File: src/hw/can_wake_status_pkg.sv
/*
 * Holds the register offsets, field positions, reset values, fault codes,
 * timing counts and bundled event types for the CAN bus and wake status bank.
 * Assumes a host that reaches the bank over the chip's serial configuration
 * port, decoded upstream into a register address, a read strobe and a clear.
 */
package can_wake_status_pkg;

    ////////////////////////////////////////////////////////////////////////////
    // Register map
    localparam logic [6:0] ADDR_CAN_BUS_STATUS = 7'h44;  // Bus status
    localparam logic [6:0] ADDR_WAKE_SOURCE_STATUS = 7'h46;  // Wake source
    localparam logic [6:0] ADDR_IO_WAKE_STATUS = 7'h47;  // IO wake source

    // Reset values after power-on or soft reset
    localparam logic [7:0] RST_CAN_BUS_STATUS = 8'h00;
    localparam logic [7:0] RST_WAKE_SOURCE_STATUS = 8'h00;
    localparam logic [7:0] RST_IO_WAKE_STATUS = 8'h00;

    // Implemented bits, all others read zero
    localparam logic [7:0] MASK_CAN_BUS_STATUS = 8'h1F;
    localparam logic [7:0] MASK_WAKE_SOURCE_STATUS = 8'h37;
    localparam logic [7:0] MASK_IO_WAKE_STATUS = 8'h30;

    // Bits kept across restart
    localparam logic [7:0] KEEP_CAN_BUS_STATUS = 8'h1F;
    localparam logic [7:0] KEEP_WAKE_SOURCE_STATUS = 8'h37;
    localparam logic [7:0] KEEP_IO_WAKE_STATUS = 8'h30;

    ////////////////////////////////////////////////////////////////////////////
    // Field positions
    localparam int BIT_CAN_TIMEOUT = 4;
    localparam int BIT_SYSTEM_ERROR = 3;
    localparam int BIT_FAULT_LO = 1;
    localparam int BIT_SUPPLY_LOW = 0;
    localparam int BIT_CAN_WAKE = 5;
    localparam int BIT_TIMER_WAKE = 4;
    localparam int BIT_IO2_WAKE = 5;
    localparam int BIT_IO1_WAKE = 4;

    // CAN fault codes
    localparam logic [1:0] FAULT_NONE = 2'h0;
    localparam logic [1:0] FAULT_THERMAL = 2'h1;
    localparam logic [1:0] FAULT_TX_DOM = 2'h2;
    localparam logic [1:0] FAULT_BUS_DOM = 2'h3;

    // Selective-wake error counter limit
    localparam logic [7:0] SWK_ERR_LIMIT = 8'h20;

    ////////////////////////////////////////////////////////////////////////////
    // Timing
    localparam int CLK_PERIOD_NS = 5;
    localparam int TX_ENABLE_TIME_NS = 4000;  // Transmitter enable time
    localparam int TX_ENABLE_CYCLES = (TX_ENABLE_TIME_NS + CLK_PERIOD_NS - 1) / CLK_PERIOD_NS;
    localparam int TXEN_CNT_W = 10;

    ////////////////////////////////////////////////////////////////////////////
    // Transceiver events from the analog side
    typedef struct packed {
        logic thermal_shutdown;           // Transceiver overtemperature
        logic tx_input_dominant_timeout;  // TX input held low too long
        logic bus_dominant_timeout;       // Bus held dominant too long
        logic can_supply_below;           // Comparator: supply below threshold
        logic can_silence_flag;           // Bus silence detected
        logic swk_config_error;           // Selective-wake configuration error
    } can_events_t;

    // Wake events, one bit per source
    typedef struct packed {
        logic can_wake;
        logic timer_wake;
        logic pin3_wake;
        logic pin2_wake;
        logic pin1_wake;
        logic io2_wake;
        logic io1_wake;
    } wake_events_t;

endpackage : can_wake_status_pkg

File: src/hw/can_wake_status.sv
/*
 * CAN bus and wake-source status bank: sticky fault and wake flags, read and
 * clear through a decoded register port, restart retention, CAN timeout
 * interrupt request and transmitter enable gating.
 * Assumes condition inputs and register strobes synchronous to SYS_CLK_I and
 * one-cycle read/clear strobes; the host keeps TX high for the enable time.
 */
`timescale 1ns/1ps

module can_wake_status
    import can_wake_status_pkg::*;
(
    // Clock and resets
    input wire logic SYS_CLK_I,
    input wire logic RST_I,            // Power-on or soft reset
    input wire logic RESTART_I,        // Restart pulse, retains chosen bits
    // Register port
    input wire logic [6:0] REG_ADDR_I,
    input wire logic REG_RD_I,         // Read strobe, data next cycle
    input wire logic REG_CLR_I,        // Clear strobe
    input wire logic [7:0] REG_CLR_MASK_I,  // Ones clear the matching flags
    output logic [7:0] REG_RDATA_O,
    // Mode and configuration
    input wire logic [1:0] CAN_MODE_I,  // Bit0 normal/receive, bit1 selective wake
    input wire logic STOP_OR_NORMAL_I,  // Device in stop or normal mode
    input wire logic CAN_TIMEOUT_IRQ_MASK_I,
    input wire logic TX_INPUT_I,       // Transmit input level, high recessive
    input wire logic BUS_RECESSIVE_I,
    input wire logic [7:0] SWK_ERR_COUNT_I,
    // Events
    input can_events_t CAN_EVENTS_I,
    input wake_events_t WAKE_EVENTS_I,
    input wire logic FAILSAFE_WAKE_I,  // Wake out of fail-safe
    input wire logic INT_FALL_I,       // Interrupt pin falling edge
    // Status outputs
    output logic CAN_TIMEOUT_IRQ_O,    // One-cycle interrupt request
    output logic TX_ENABLE_O,          // Transmitter enabled
    output logic SWK_ENABLE_ALLOWED_O
);

    ////////////////////////////////////////////////////////////////////////////
    // Declarations
    logic [7:0] bus_q, bus_d;          // Bus status
    logic [7:0] wake_q, wake_d;        // Wake source
    logic [7:0] io_q, io_d;            // IO wake
    logic clr_block_q, clr_block_d;    // Timeout clear blocked
    logic fault_act_q, fault_act_d;    // Fault condition still active
    logic [TXEN_CNT_W-1:0] txen_cnt_q, txen_cnt_d;
    logic tx_en_q, tx_en_d;
    logic irq_q, irq_d;
    logic sil_q;                       // Silence flag, previous cycle
    logic [7:0] rdata_q, rdata_d;

    wire logic swk_on = CAN_MODE_I[1];
    wire logic uv_on = CAN_MODE_I[0];
    wire logic uv_now = uv_on & CAN_EVENTS_I.can_supply_below;
    wire logic sil_rise = swk_on & CAN_EVENTS_I.can_silence_flag & ~sil_q;
    wire logic to_set = sil_rise;
    wire logic selwake_system_error_set = swk_on & (CAN_EVENTS_I.swk_config_error | (SWK_ERR_COUNT_I > SWK_ERR_LIMIT));
    wire logic wake_mode = ~CAN_MODE_I[0] | (CAN_MODE_I == 2'h0);

    // Fault code from events, highest code wins
    wire logic [1:0] fault_code = CAN_EVENTS_I.bus_dominant_timeout ? FAULT_BUS_DOM :
                                  CAN_EVENTS_I.tx_input_dominant_timeout ? FAULT_TX_DOM :
                                  CAN_EVENTS_I.thermal_shutdown ? FAULT_THERMAL : FAULT_NONE;

    // Recovery of the active fault
    wire logic rec_tx = TX_INPUT_I | wake_mode;
    wire logic rec_bus = BUS_RECESSIVE_I | wake_mode;
    wire logic rec_th = ~CAN_EVENTS_I.thermal_shutdown;
    wire logic recovered = (bus_q[2:1] == FAULT_TX_DOM) ? rec_tx :
                           (bus_q[2:1] == FAULT_BUS_DOM) ? rec_bus :
                           (bus_q[2:1] == FAULT_THERMAL) ? rec_th : 1'b1;
    wire logic any_fault = (fault_code != FAULT_NONE) | uv_now;

    // Clear masks, timeout bit withheld while blocked
    wire logic [7:0] clr_bus = (REG_CLR_I && REG_ADDR_I == ADDR_CAN_BUS_STATUS) ?
                               (REG_CLR_MASK_I & ~({7'h00, clr_block_q} << BIT_CAN_TIMEOUT)) : 8'h00;
    wire logic [7:0] clr_wake = (REG_CLR_I && REG_ADDR_I == ADDR_WAKE_SOURCE_STATUS) ? REG_CLR_MASK_I : 8'h00;
    wire logic [7:0] clr_io = (REG_CLR_I && REG_ADDR_I == ADDR_IO_WAKE_STATUS) ? REG_CLR_MASK_I : 8'h00;

    // Set vectors
    wire logic [7:0] set_bus = {3'h0, to_set, selwake_system_error_set, fault_code, uv_now};
    wire logic ws = 1'b1;
    wire logic [7:0] set_wake = {2'h0, WAKE_EVENTS_I.can_wake & ws, WAKE_EVENTS_I.timer_wake, 1'b0,
                                 WAKE_EVENTS_I.pin3_wake, WAKE_EVENTS_I.pin2_wake, WAKE_EVENTS_I.pin1_wake};
    wire logic [7:0] set_io = {2'h0, WAKE_EVENTS_I.io2_wake, WAKE_EVENTS_I.io1_wake, 4'h0};

    // Read mux with reserved bits forced low
    wire logic [7:0] rd_mux = (REG_ADDR_I == ADDR_CAN_BUS_STATUS) ? (bus_q & MASK_CAN_BUS_STATUS) :
                              (REG_ADDR_I == ADDR_WAKE_SOURCE_STATUS) ? (wake_q & MASK_WAKE_SOURCE_STATUS) :
                              (REG_ADDR_I == ADDR_IO_WAKE_STATUS) ? (io_q & MASK_IO_WAKE_STATUS) : 8'h00;

    ////////////////////////////////////////////////////////////////////////////
    // Next-state logic
    always_comb
    begin
        // Sticky flags: set wins over clear
        bus_d = ((bus_q & ~clr_bus) | set_bus) & MASK_CAN_BUS_STATUS;
        // Fault code field is replaced, not ORed, when a new fault arrives
        if (fault_code != FAULT_NONE)
        begin
            bus_d[2:1] = fault_code;
        end
        wake_d = ((wake_q & ~clr_wake) | set_wake) & MASK_WAKE_SOURCE_STATUS;
        io_d = ((io_q & ~clr_io) | set_io) & MASK_IO_WAKE_STATUS;
        // Restart keeps the retained bits only
        if (RESTART_I)
        begin
            bus_d = bus_q & KEEP_CAN_BUS_STATUS;
            wake_d = wake_q & KEEP_WAKE_SOURCE_STATUS;
            io_d = io_q & KEEP_IO_WAKE_STATUS;
        end
        // Clear blocking until the interrupt pin falls
        if (to_set)
        begin
            clr_block_d = 1'b1;
        end
        else if (INT_FALL_I)
        begin
            clr_block_d = 1'b0;
        end
        else
        begin
            clr_block_d = clr_block_q;
        end
        // Fault activity: held until its recovery condition
        if (any_fault)
        begin
            fault_act_d = 1'b1;
        end
        else if (recovered)
        begin
            fault_act_d = 1'b0;
        end
        else
        begin
            fault_act_d = fault_act_q;
        end
        // Transmit enable after TX held high for the enable time
        txen_cnt_d = txen_cnt_q;
        tx_en_d = tx_en_q;
        if (fault_act_q || uv_now || !TX_INPUT_I)
        begin
            txen_cnt_d = '0;
            if (fault_act_q || uv_now)
            begin
                tx_en_d = 1'b0;
            end
        end
        else if (!tx_en_q)
        begin
            if (txen_cnt_q == TXEN_CNT_W'(TX_ENABLE_CYCLES - 1))
            begin
                tx_en_d = 1'b1;
            end
            else
            begin
                txen_cnt_d = txen_cnt_q + 1'b1;
            end
        end
        // Interrupt request on timeout set
        irq_d = to_set & STOP_OR_NORMAL_I & CAN_TIMEOUT_IRQ_MASK_I;
        rdata_d = REG_RD_I ? rd_mux : rdata_q;
    end

    ////////////////////////////////////////////////////////////////////////////
    // Registers
    always_ff @(posedge SYS_CLK_I)
    begin
        if (RST_I)
        begin
            bus_q <= RST_CAN_BUS_STATUS;
            wake_q <= RST_WAKE_SOURCE_STATUS;
            io_q <= RST_IO_WAKE_STATUS;
            clr_block_q <= 1'b0;
            fault_act_q <= 1'b0;
            txen_cnt_q <= '0;
            tx_en_q <= 1'b0;
            irq_q <= 1'b0;
            sil_q <= 1'b0;
            rdata_q <= 8'h00;
        end
        else
        begin
            bus_q <= bus_d;
            wake_q <= wake_d;
            io_q <= io_d;
            clr_block_q <= clr_block_d;
            fault_act_q <= fault_act_d;
            txen_cnt_q <= txen_cnt_d;
            tx_en_q <= tx_en_d;
            irq_q <= irq_d;
            sil_q <= CAN_EVENTS_I.can_silence_flag;
            rdata_q <= rdata_d;
        end
    end

    // Outputs from flip-flops, SWK_ENABLE_ALLOWED_O through an inverter
    assign REG_RDATA_O = rdata_q;
    assign CAN_TIMEOUT_IRQ_O = irq_q;
    assign TX_ENABLE_O = tx_en_q;
    assign SWK_ENABLE_ALLOWED_O = ~bus_q[BIT_SYSTEM_ERROR];
endmodule : can_wake_status

File: config.mk
export PLATFORM = sky130hd
export DESIGN_NAME = can_wake_status
export DESIGN_NICKNAME = d
export VERILOG_FILES = /design/src/hw/can_wake_status_pkg.sv /design/src/hw/can_wake_status.sv
export SDC_FILE = /design/constraint.sdc
export NUM_CORES = 1
export LEC_CHECK = 0
export BUFFER_PORTS_ARGS = -buffer_cell sky130_fd_sc_hd__buf_2
export CAP_MARGIN = 20
export CORE_MARGIN = 3
export CORE_UTILIZATION = 44
export CTS_BUF_LIST = sky130_fd_sc_hd__clkbuf_16
export DETAILED_ROUTE_END_ITERATION = 12
export PLACE_DENSITY = 0.75
export REMOVE_ABC_BUFFERS = 1
export SYNTH_ARGS = -nofsm -noshare
export SYNTH_HDL_FRONTEND = slang
export SYNTH_SLANG_ARGS = --single-unit
File: constraint.sdc
create_clock -name SYS_CLK_I -period 1.5 [get_ports SYS_CLK_I]
set_input_delay 0 -clock SYS_CLK_I [delete_from_list [all_inputs] [get_ports SYS_CLK_I]]
set_output_delay 0 -clock SYS_CLK_I [all_outputs]
set_load 0.02 [all_outputs]
==> reports/qor.yml, run 1 <==
vias: 1597
share_of_post_route_cells_with_drive_strength_above_1_pct: 30.27
vias_per_cell: 5.202
cts_setup_buffers: 0
max-clock-path-buffers: 2
synth.yosys.seq_area_share_pct: 40.84
clock_buffer_count_from_cts: 5
post_synth_inst_count: 188
timing.setup.critical_path_class: "flip-flop to flip-flop"
leakagePower_nw: 0.9715
start_util_pct: 47.00
post-dp-hpwl_um: 2915
place_inst: 291
detail_route.iter0.violations: 55
synth_area_leaders: "sky130_fd_sc_hd__dfxtp_1, sky130_fd_sc_hd__a21oi_1, sky130_fd_sc_hd__nand2b_1, sky130_fd_sc_hd__nand3_1, sky130_fd_sc_hd__nor2_1"
num_io_pins: 60
min_path_type: "input pin to flip-flop"
antenna_found_initial: 0
yosys_register_bits: 33
clock_latency_ps: 270
floorplan.rows: 21
io_buffers: 54
final_cell_area_mm2: 0.002232
finalSetupViolCount: 0
timing.final.max_slew_violations: 0
combinational_cell_fraction_of_total_power_pct: 11.2
first_global_vias: 1500
power_frac_clock_pct: 44.4
max-cap-violations: 0
drc: 0
post-route-min-period_ps: 1437
dr.pass1.iters: 4
grt_util_met3_pct: 4.553
ys_async_sr_fraction_pct: 0
insertedDiodeCount: 0
drt-wirelength-per-cell_um: 12.65
grt_start_max_net_pins: 22
worstSetupEndpointType: "flip-flop"
die_height_um: 66.64
ir_worst_vdd_uv: 643.2
dp_worst_slack_ps: 17.84
grt_remaining_overflow: 0
layout_worst_path_cycle_share_pct: 95.81
post_synth_instance_area_mm2: 0.001618
tritoncts_clock_tree: "done"
clockRootBuffer: "sky130_fd_sc_hd__clkbuf_16"
full_die_area_mm2: 0.004440
yosys_warnings: 0
p_sw_w: 0.0004626
wire_length_of_the_first_global_routing_pass_um: 6410
grt_use_total_pct: 19.05
grt_setup_unrepaired: "yes"
syn2layout_area_growth_pct: 37.97
cts.sinks: 33
finalClockSkew_ps: 4.805
timing_hold_violations_final: 0
coreArea_mm2: 0.003442
internal_power_w: 0.001620
smallest_setup_slack_after_layout_ps: 62.83
count_of_nets_left_with_antenna_violations_after_detail_routing: 0
seq_power_share_pct: 44.4
finalWirelength_um: 3883
synth_edf_count: 0
startpoint_type: "flip-flop"
post_synth.cell_area_avg_um2: 8.605
synth_top_cell_by_area: "sky130_fd_sc_hd__dfxtp_1"
post-synth-top-count-cell: "sky130_fd_sc_hd__dfxtp_1"
worst-path-max-fanout: 3
highest_clock_frequency_the_design_can_meet_mhz: 695.8
finish.net_count: 311
synth.lib_cells_used.distinct: 49
grt_use_met1_pct: 25.52
timing.critical_path.required_ps: 1670
synth_common_cells: "sky130_fd_sc_hd__dfxtp_1, sky130_fd_sc_hd__nor2_1, sky130_fd_sc_hd__a21oi_1"
grt_most_used_layer: "met2"
synthDominantCellAreaShare_pct: 40.84
gpl.final_weighted_congestion: 0.8237
pwr_total_w: 0.002083
met2_capacity_usage_during_global_routing_pct: 29.58
outcome: "finished, final reports clean"
final_cells: 307
critPathArrivalTime_ps: 1600
clock_tree.htree_level_count: 2
detailed_place.area_mm2: 0.001994
power.switching_fraction_pct: 22.21
worst_setup_hold_path_clk_slew_ps: 50
floorplan.die.width_um: 66.64
cellPowerDensity_mw_per_mm2: 933.0
synth_top_flop_cell: "sky130_fd_sc_hd__dfxtp_1"
## critical path: stages, from the launching register on
cell,delay (ps)
sky130_fd_sc_hd__dfxtp_1,330
sky130_fd_sc_hd__or4b_4,560
sky130_fd_sc_hd__o2111ai_1,230
sky130_fd_sc_hd__xor2_1,160
sky130_fd_sc_hd__nor2_1,50
## repair_timing
action | CTS | global route
hold endpoints to repair | 8 | 0
setup endpoints to repair | 0 | 4
hold buffers | 9 | 0
gates resized for setup | 0 | 2
## cell type report
class,count,area (um^2)
Fill cell,306,1210
Inverter,5,18.77
Clock buffer,5,125.1
Tap cell,46,57.56
Sequential cell,33,660.6
Clock inverter,2,7.507
Multi-Input combinational cell,141,912.1
Timing Repair Buffer,75,450.4
## metal layers
layer | part of all wire [%] | wire length, um
met5 | 0 | 0
met3 | 5.2 | 203
met1 | 47 | 1827
met4 | 0.98 | 38
met2 | 47 | 1813
## per-stage QoR
step / hold WS, ps / setup TNS, ps / utilization, %
6_report: 2.410 / 0 / 64.85
5_1_grt: 22.35 / -9.464 / 64.85
4_1_cts: 1.892 / 0 / 64.41
3_5_place_dp: 252.7 / 0 / 57.94
3_3_place_gp: 250.0 / 0 / 57.94
2_1_floorplan: 69.07 / 0 / -
## layout by cell type (no fill, tap or decap), types with 2 or more instances in the layout
master,count
sky130_fd_sc_hd__a21oi_1,16
sky130_fd_sc_hd__a22o_1,3
sky130_fd_sc_hd__a31oi_1,2
sky130_fd_sc_hd__and3_1,2
sky130_fd_sc_hd__and4b_1,3
sky130_fd_sc_hd__buf_2,54
sky130_fd_sc_hd__buf_4,12
sky130_fd_sc_hd__clkbuf_16,5
sky130_fd_sc_hd__conb_1,2
sky130_fd_sc_hd__dfxtp_1,33
sky130_fd_sc_hd__dlygate4sd3_1,9
sky130_fd_sc_hd__inv_1,6
sky130_fd_sc_hd__mux2_2,3
sky130_fd_sc_hd__mux2i_1,3
sky130_fd_sc_hd__nand2_1,6
sky130_fd_sc_hd__nand2b_1,12
sky130_fd_sc_hd__nand3_1,14
sky130_fd_sc_hd__nand4_1,3
sky130_fd_sc_hd__nor2_1,18
sky130_fd_sc_hd__nor2b_1,4
sky130_fd_sc_hd__nor3_1,4
sky130_fd_sc_hd__nor3b_1,2
sky130_fd_sc_hd__o2111ai_1,2
sky130_fd_sc_hd__o211ai_1,2
sky130_fd_sc_hd__o21ai_0,5
sky130_fd_sc_hd__o22ai_1,2
sky130_fd_sc_hd__o31ai_1,6
sky130_fd_sc_hd__xor2_1,4
## registers in the layout, indices dropped and copies added (netlist names)
signal	flops
clr_block_q	1
bus_q	5
TX_ENABLE_O	1
CAN_TIMEOUT_IRQ_O	1
txen_cnt_q	10
fault_act_q	1
sil_q	1
wake_q	5
REG_RDATA_O	6
io_q	2
## power by group through the flow
stage	sequential (W)	clock (W)	combinational, W
2_1_floorplan	0.000938	0	0.0000946
3_3_place_gp	0.000941	0	0.000213
3_5_place_dp	0.000941	0	0.000217
4_1_cts	0.000924	0.000934	0.000234
5_1_grt	0.000928	0.000975	0.000263
6_report	0.000924	0.000924	0.000234
## path summary, 6_finish.rpt
kind | depth (start not counted) | to | slack (ps) | startpoint
max | 4 | txen_cnt_q[5] | 60 | txen_cnt_q[5]
min | 3 | wake_q[1] | 2 | WAKE_EVENTS_I[3]
max reg2reg | 4 | txen_cnt_q[5] | 60 | txen_cnt_q[5]
min reg2reg | 2 | REG_RDATA_O[4] | 460 | REG_RDATA_O[4]
## logic make-up (layout without fill, tap and decap cells)
family,Yosys count,count (layout),synth area share (%)
simple gates,79,79,27.69
compound gates,48,48,19.88
flops,33,33,40.84
buf+inv,15,87,3.944
mux,6,6,3.944
xor+xnor,5,5,2.707
fa+ha+maj,1,1,0.7733
other cells,1,2,0.2318
(Power assumes the default switching activity.)
==> run 2: changes to the inputs <==
--- a/config.mk
+++ b/config.mk
@@ -7,6 +7,7 @@
 export LEC_CHECK = 0
 export BUFFER_PORTS_ARGS = -buffer_cell sky130_fd_sc_hd__buf_2
 export CAP_MARGIN = 20
+export CORE_ASPECT_RATIO = 0.5
 export CORE_MARGIN = 3
 export CORE_UTILIZATION = 44
 export CTS_BUF_LIST = sky130_fd_sc_hd__clkbuf_16
==> constraint.sdc (replaced) <==
create_clock -name SYS_CLK_I -period 1.5 [get_ports SYS_CLK_I]
set_input_delay 0 -clock SYS_CLK_I [delete_from_list [all_inputs] [get_ports SYS_CLK_I]]
set_output_delay 0 -clock SYS_CLK_I [all_outputs]
set_load 0.05 [all_outputs]
==> run 2 against run 1 <==
Clock-buffer cell count unchanged. Sequential power hardly changed. Core utilization up 4.3 points. Cell count did not move. Worst hold slack worse by 1.4 ps. Clock power up 0.6%. First-iteration DRC count is 29% higher. Wire length is 4.3% higher. Die area is 1.0% higher. Cell area increased by 0.34%. Maximum frequency decreased by 0.62%. Non-clock buffer count is 2 lower. Highest routed layer unchanged.
==> reports/qor.yml, run 2 (synthesis results as in run 1) <==
outcome: "finished, final reports clean"
cts_setup_buffers: 0  # unchanged
grt_remaining_overflow: 0  # unchanged
timing_hold_violations_final: 0  # unchanged
r2r_start: "txen_cnt_q[6]"
max-cap-violations: 0  # unchanged
clock_latency_ps: 270  # about the same
insertedDiodeCount: 0  # unchanged
grt_start_max_net_pins: 18  # -18%
final_cells: 307  # unchanged
num_io_pins: 60  # unchanged
grt_use_total_pct: 17.51  # -1.5 points
leakagePower_nw: 0.9603  # -1.2%
crit_path_start: "txen_cnt_q[6]"
critPathArrivalTime_ps: 1600  # about the same
final_core_util_pct: 69.11  # +4.3 points
finalSetupViolCount: 0  # unchanged
vias_per_cell: 5.407  # +3.9%
timing.final.max_slew_violations: 0  # unchanged
gpl.final_weighted_congestion: 0.8217  # -0.24%
share_of_post_route_cells_with_drive_strength_above_1_pct: 31.66  # +1.4 points
finish.net_count: 309  # -0.64%
finalClockSkew_ps: 5.668  # +0.8629 ps
timing.critical_path.required_ps: 1650  # -20 ps
layout_worst_path_cycle_share_pct: 96.41  # +0.60 points
post-route-min-period_ps: 1446  # +8.961 ps
path_buf_inv: 0  # unchanged
place_inst: 291  # unchanged
ir_worst_vdd_uv: 576.9  # -10%
floorplan.rows: 14  # -33%
largest_reg_flops: 10  # unchanged
whs_ps: 1.001  # -1.410 ps
count_of_nets_left_with_antenna_violations_after_detail_routing: 0  # unchanged
highest_clock_frequency_the_design_can_meet_mhz: 691.5  # -0.62%
antenna_found_initial: 0  # unchanged
io_buffers: 54  # unchanged
max-clock-path-buffers: 2  # unchanged
register_with_the_highest_flop_count: "txen_cnt_q"
cellPowerDensity_mw_per_mm2: 938.0  # +0.54%
crit_path_cell_trace: "or4b_4, o2111ai_2, xor2_1, nor2_1"
clockRootBuffer: "sky130_fd_sc_hd__clkbuf_16"
full_die_area_mm2: 0.004485  # +1.0%
post-dp-hpwl_um: 2988  # +2.5%
hold_path_startpoint: "CAN_TIMEOUT_IRQ_MASK_I"
timing.setup.critical_path_class: "flip-flop to flip-flop"
min_path_type: "input pin to flip-flop"
startpoint_type: "flip-flop"
tritoncts_clock_tree: "done"
gate_family_responsible_for_the_most_delay_along_the_worst_path: "simple AND/OR/NAND/NOR gates"
syn2layout_area_growth_pct: 38.44
clock_buffer_count_from_cts: 5  # unchanged
layout_commonest_cell: "sky130_fd_sc_hd__buf_2"
worstSetupEndpointType: "flip-flop"
vias: 1660  # +3.9%
drt-wirelength-per-cell_um: 13.19  # +4.3%
cell_at_the_slowest_stage_of_the_critical_path: "sky130_fd_sc_hd__or4b_4"
clock_tree.htree_level_count: 2  # unchanged
first_global_vias: 1487  # -0.87%
worst_path_largest_cell_delay_ps: 570  # about the same
wire_length_of_the_first_global_routing_pass_um: 6437  # +0.42%
coreArea_mm2: 0.003241  # -5.9%
die_height_um: 48.88  # -27%
drc: 0  # unchanged
worst_setup_hold_path_clk_slew_ps: 50  # about the same
start_util_pct: 49.92  # +2.9 points
floorplan.die.width_um: 91.76  # +38%
finalWirelength_um: 4050  # +4.3%
cts.sinks: 33  # unchanged
most-common-layout-cells: "sky130_fd_sc_hd__buf_2, sky130_fd_sc_hd__dfxtp_1, sky130_fd_sc_hd__nor2_1"
detail_route.iter0.violations: 71  # +29%
pwr_total_w: 0.002101  # +0.88%
worst-path-max-fanout: 4  # +1
dr.pass1.iters: 4  # unchanged
==> run 2: power by group <==
part	switching, W	internal [W]
Clock	0.000339	0.000592
Combinational	0.000127	0.000118
Sequential	0.0000185	0.000907
==> run 2: per-stage QoR <==
step | setup slack [ps] | TNS [ps] | cell area (um^2)
5_1_grt | -5.282 | -5.282 | 2240
3_3_place_gp | 66.19 | 0 | 1982
6_report | 53.87 | 0 | 2240
3_5_place_dp | 26.60 | 0 | 1982
2_1_floorplan | -20.68 | -20.68 | 1577
4_1_cts | 10.02 | 0 | 2205
==> run 2: worst paths after layout <==
check                      end  slack (ps)  cells past startpoint
max              txen_cnt_q[7]          50                      4
min          CAN_TIMEOUT_IRQ_O           1                      2
max reg2reg      txen_cnt_q[7]          50                      4
min reg2reg     REG_RDATA_O[5]         460                      2
==> run 2: layout make-up <==
cell class	instances	area, um^2
fill	275	1001
clock buffer	5	125.1
inverter	5	18.77
timing repair buffer	73	435.4
clock inverter	2	7.507
multi-input combinational	141	929.6
sequential	33	663.1
tap	48	60.06
==> run 2: timing repair <==
| action | in CTS | in global routing |
|---|---|---|
| endpoints found under the hold margin | 9 | 0 |
| endpoints found under the setup margin | 0 | 4 |
| gates resized for setup | 0 | 7 |
| hold buffers | 9 | 0 |
==> run 2: layer usage <==
layer	track usage, %	wire length (um)	vias up	part of all wire (%)
met2	29.99	1964	46	48
met4	5.172	44	0	1.1
li1	-	-	829	-
met3	4.777	258	6	6.4
met5	0	0	-	0
met1	21.64	1783	779	44
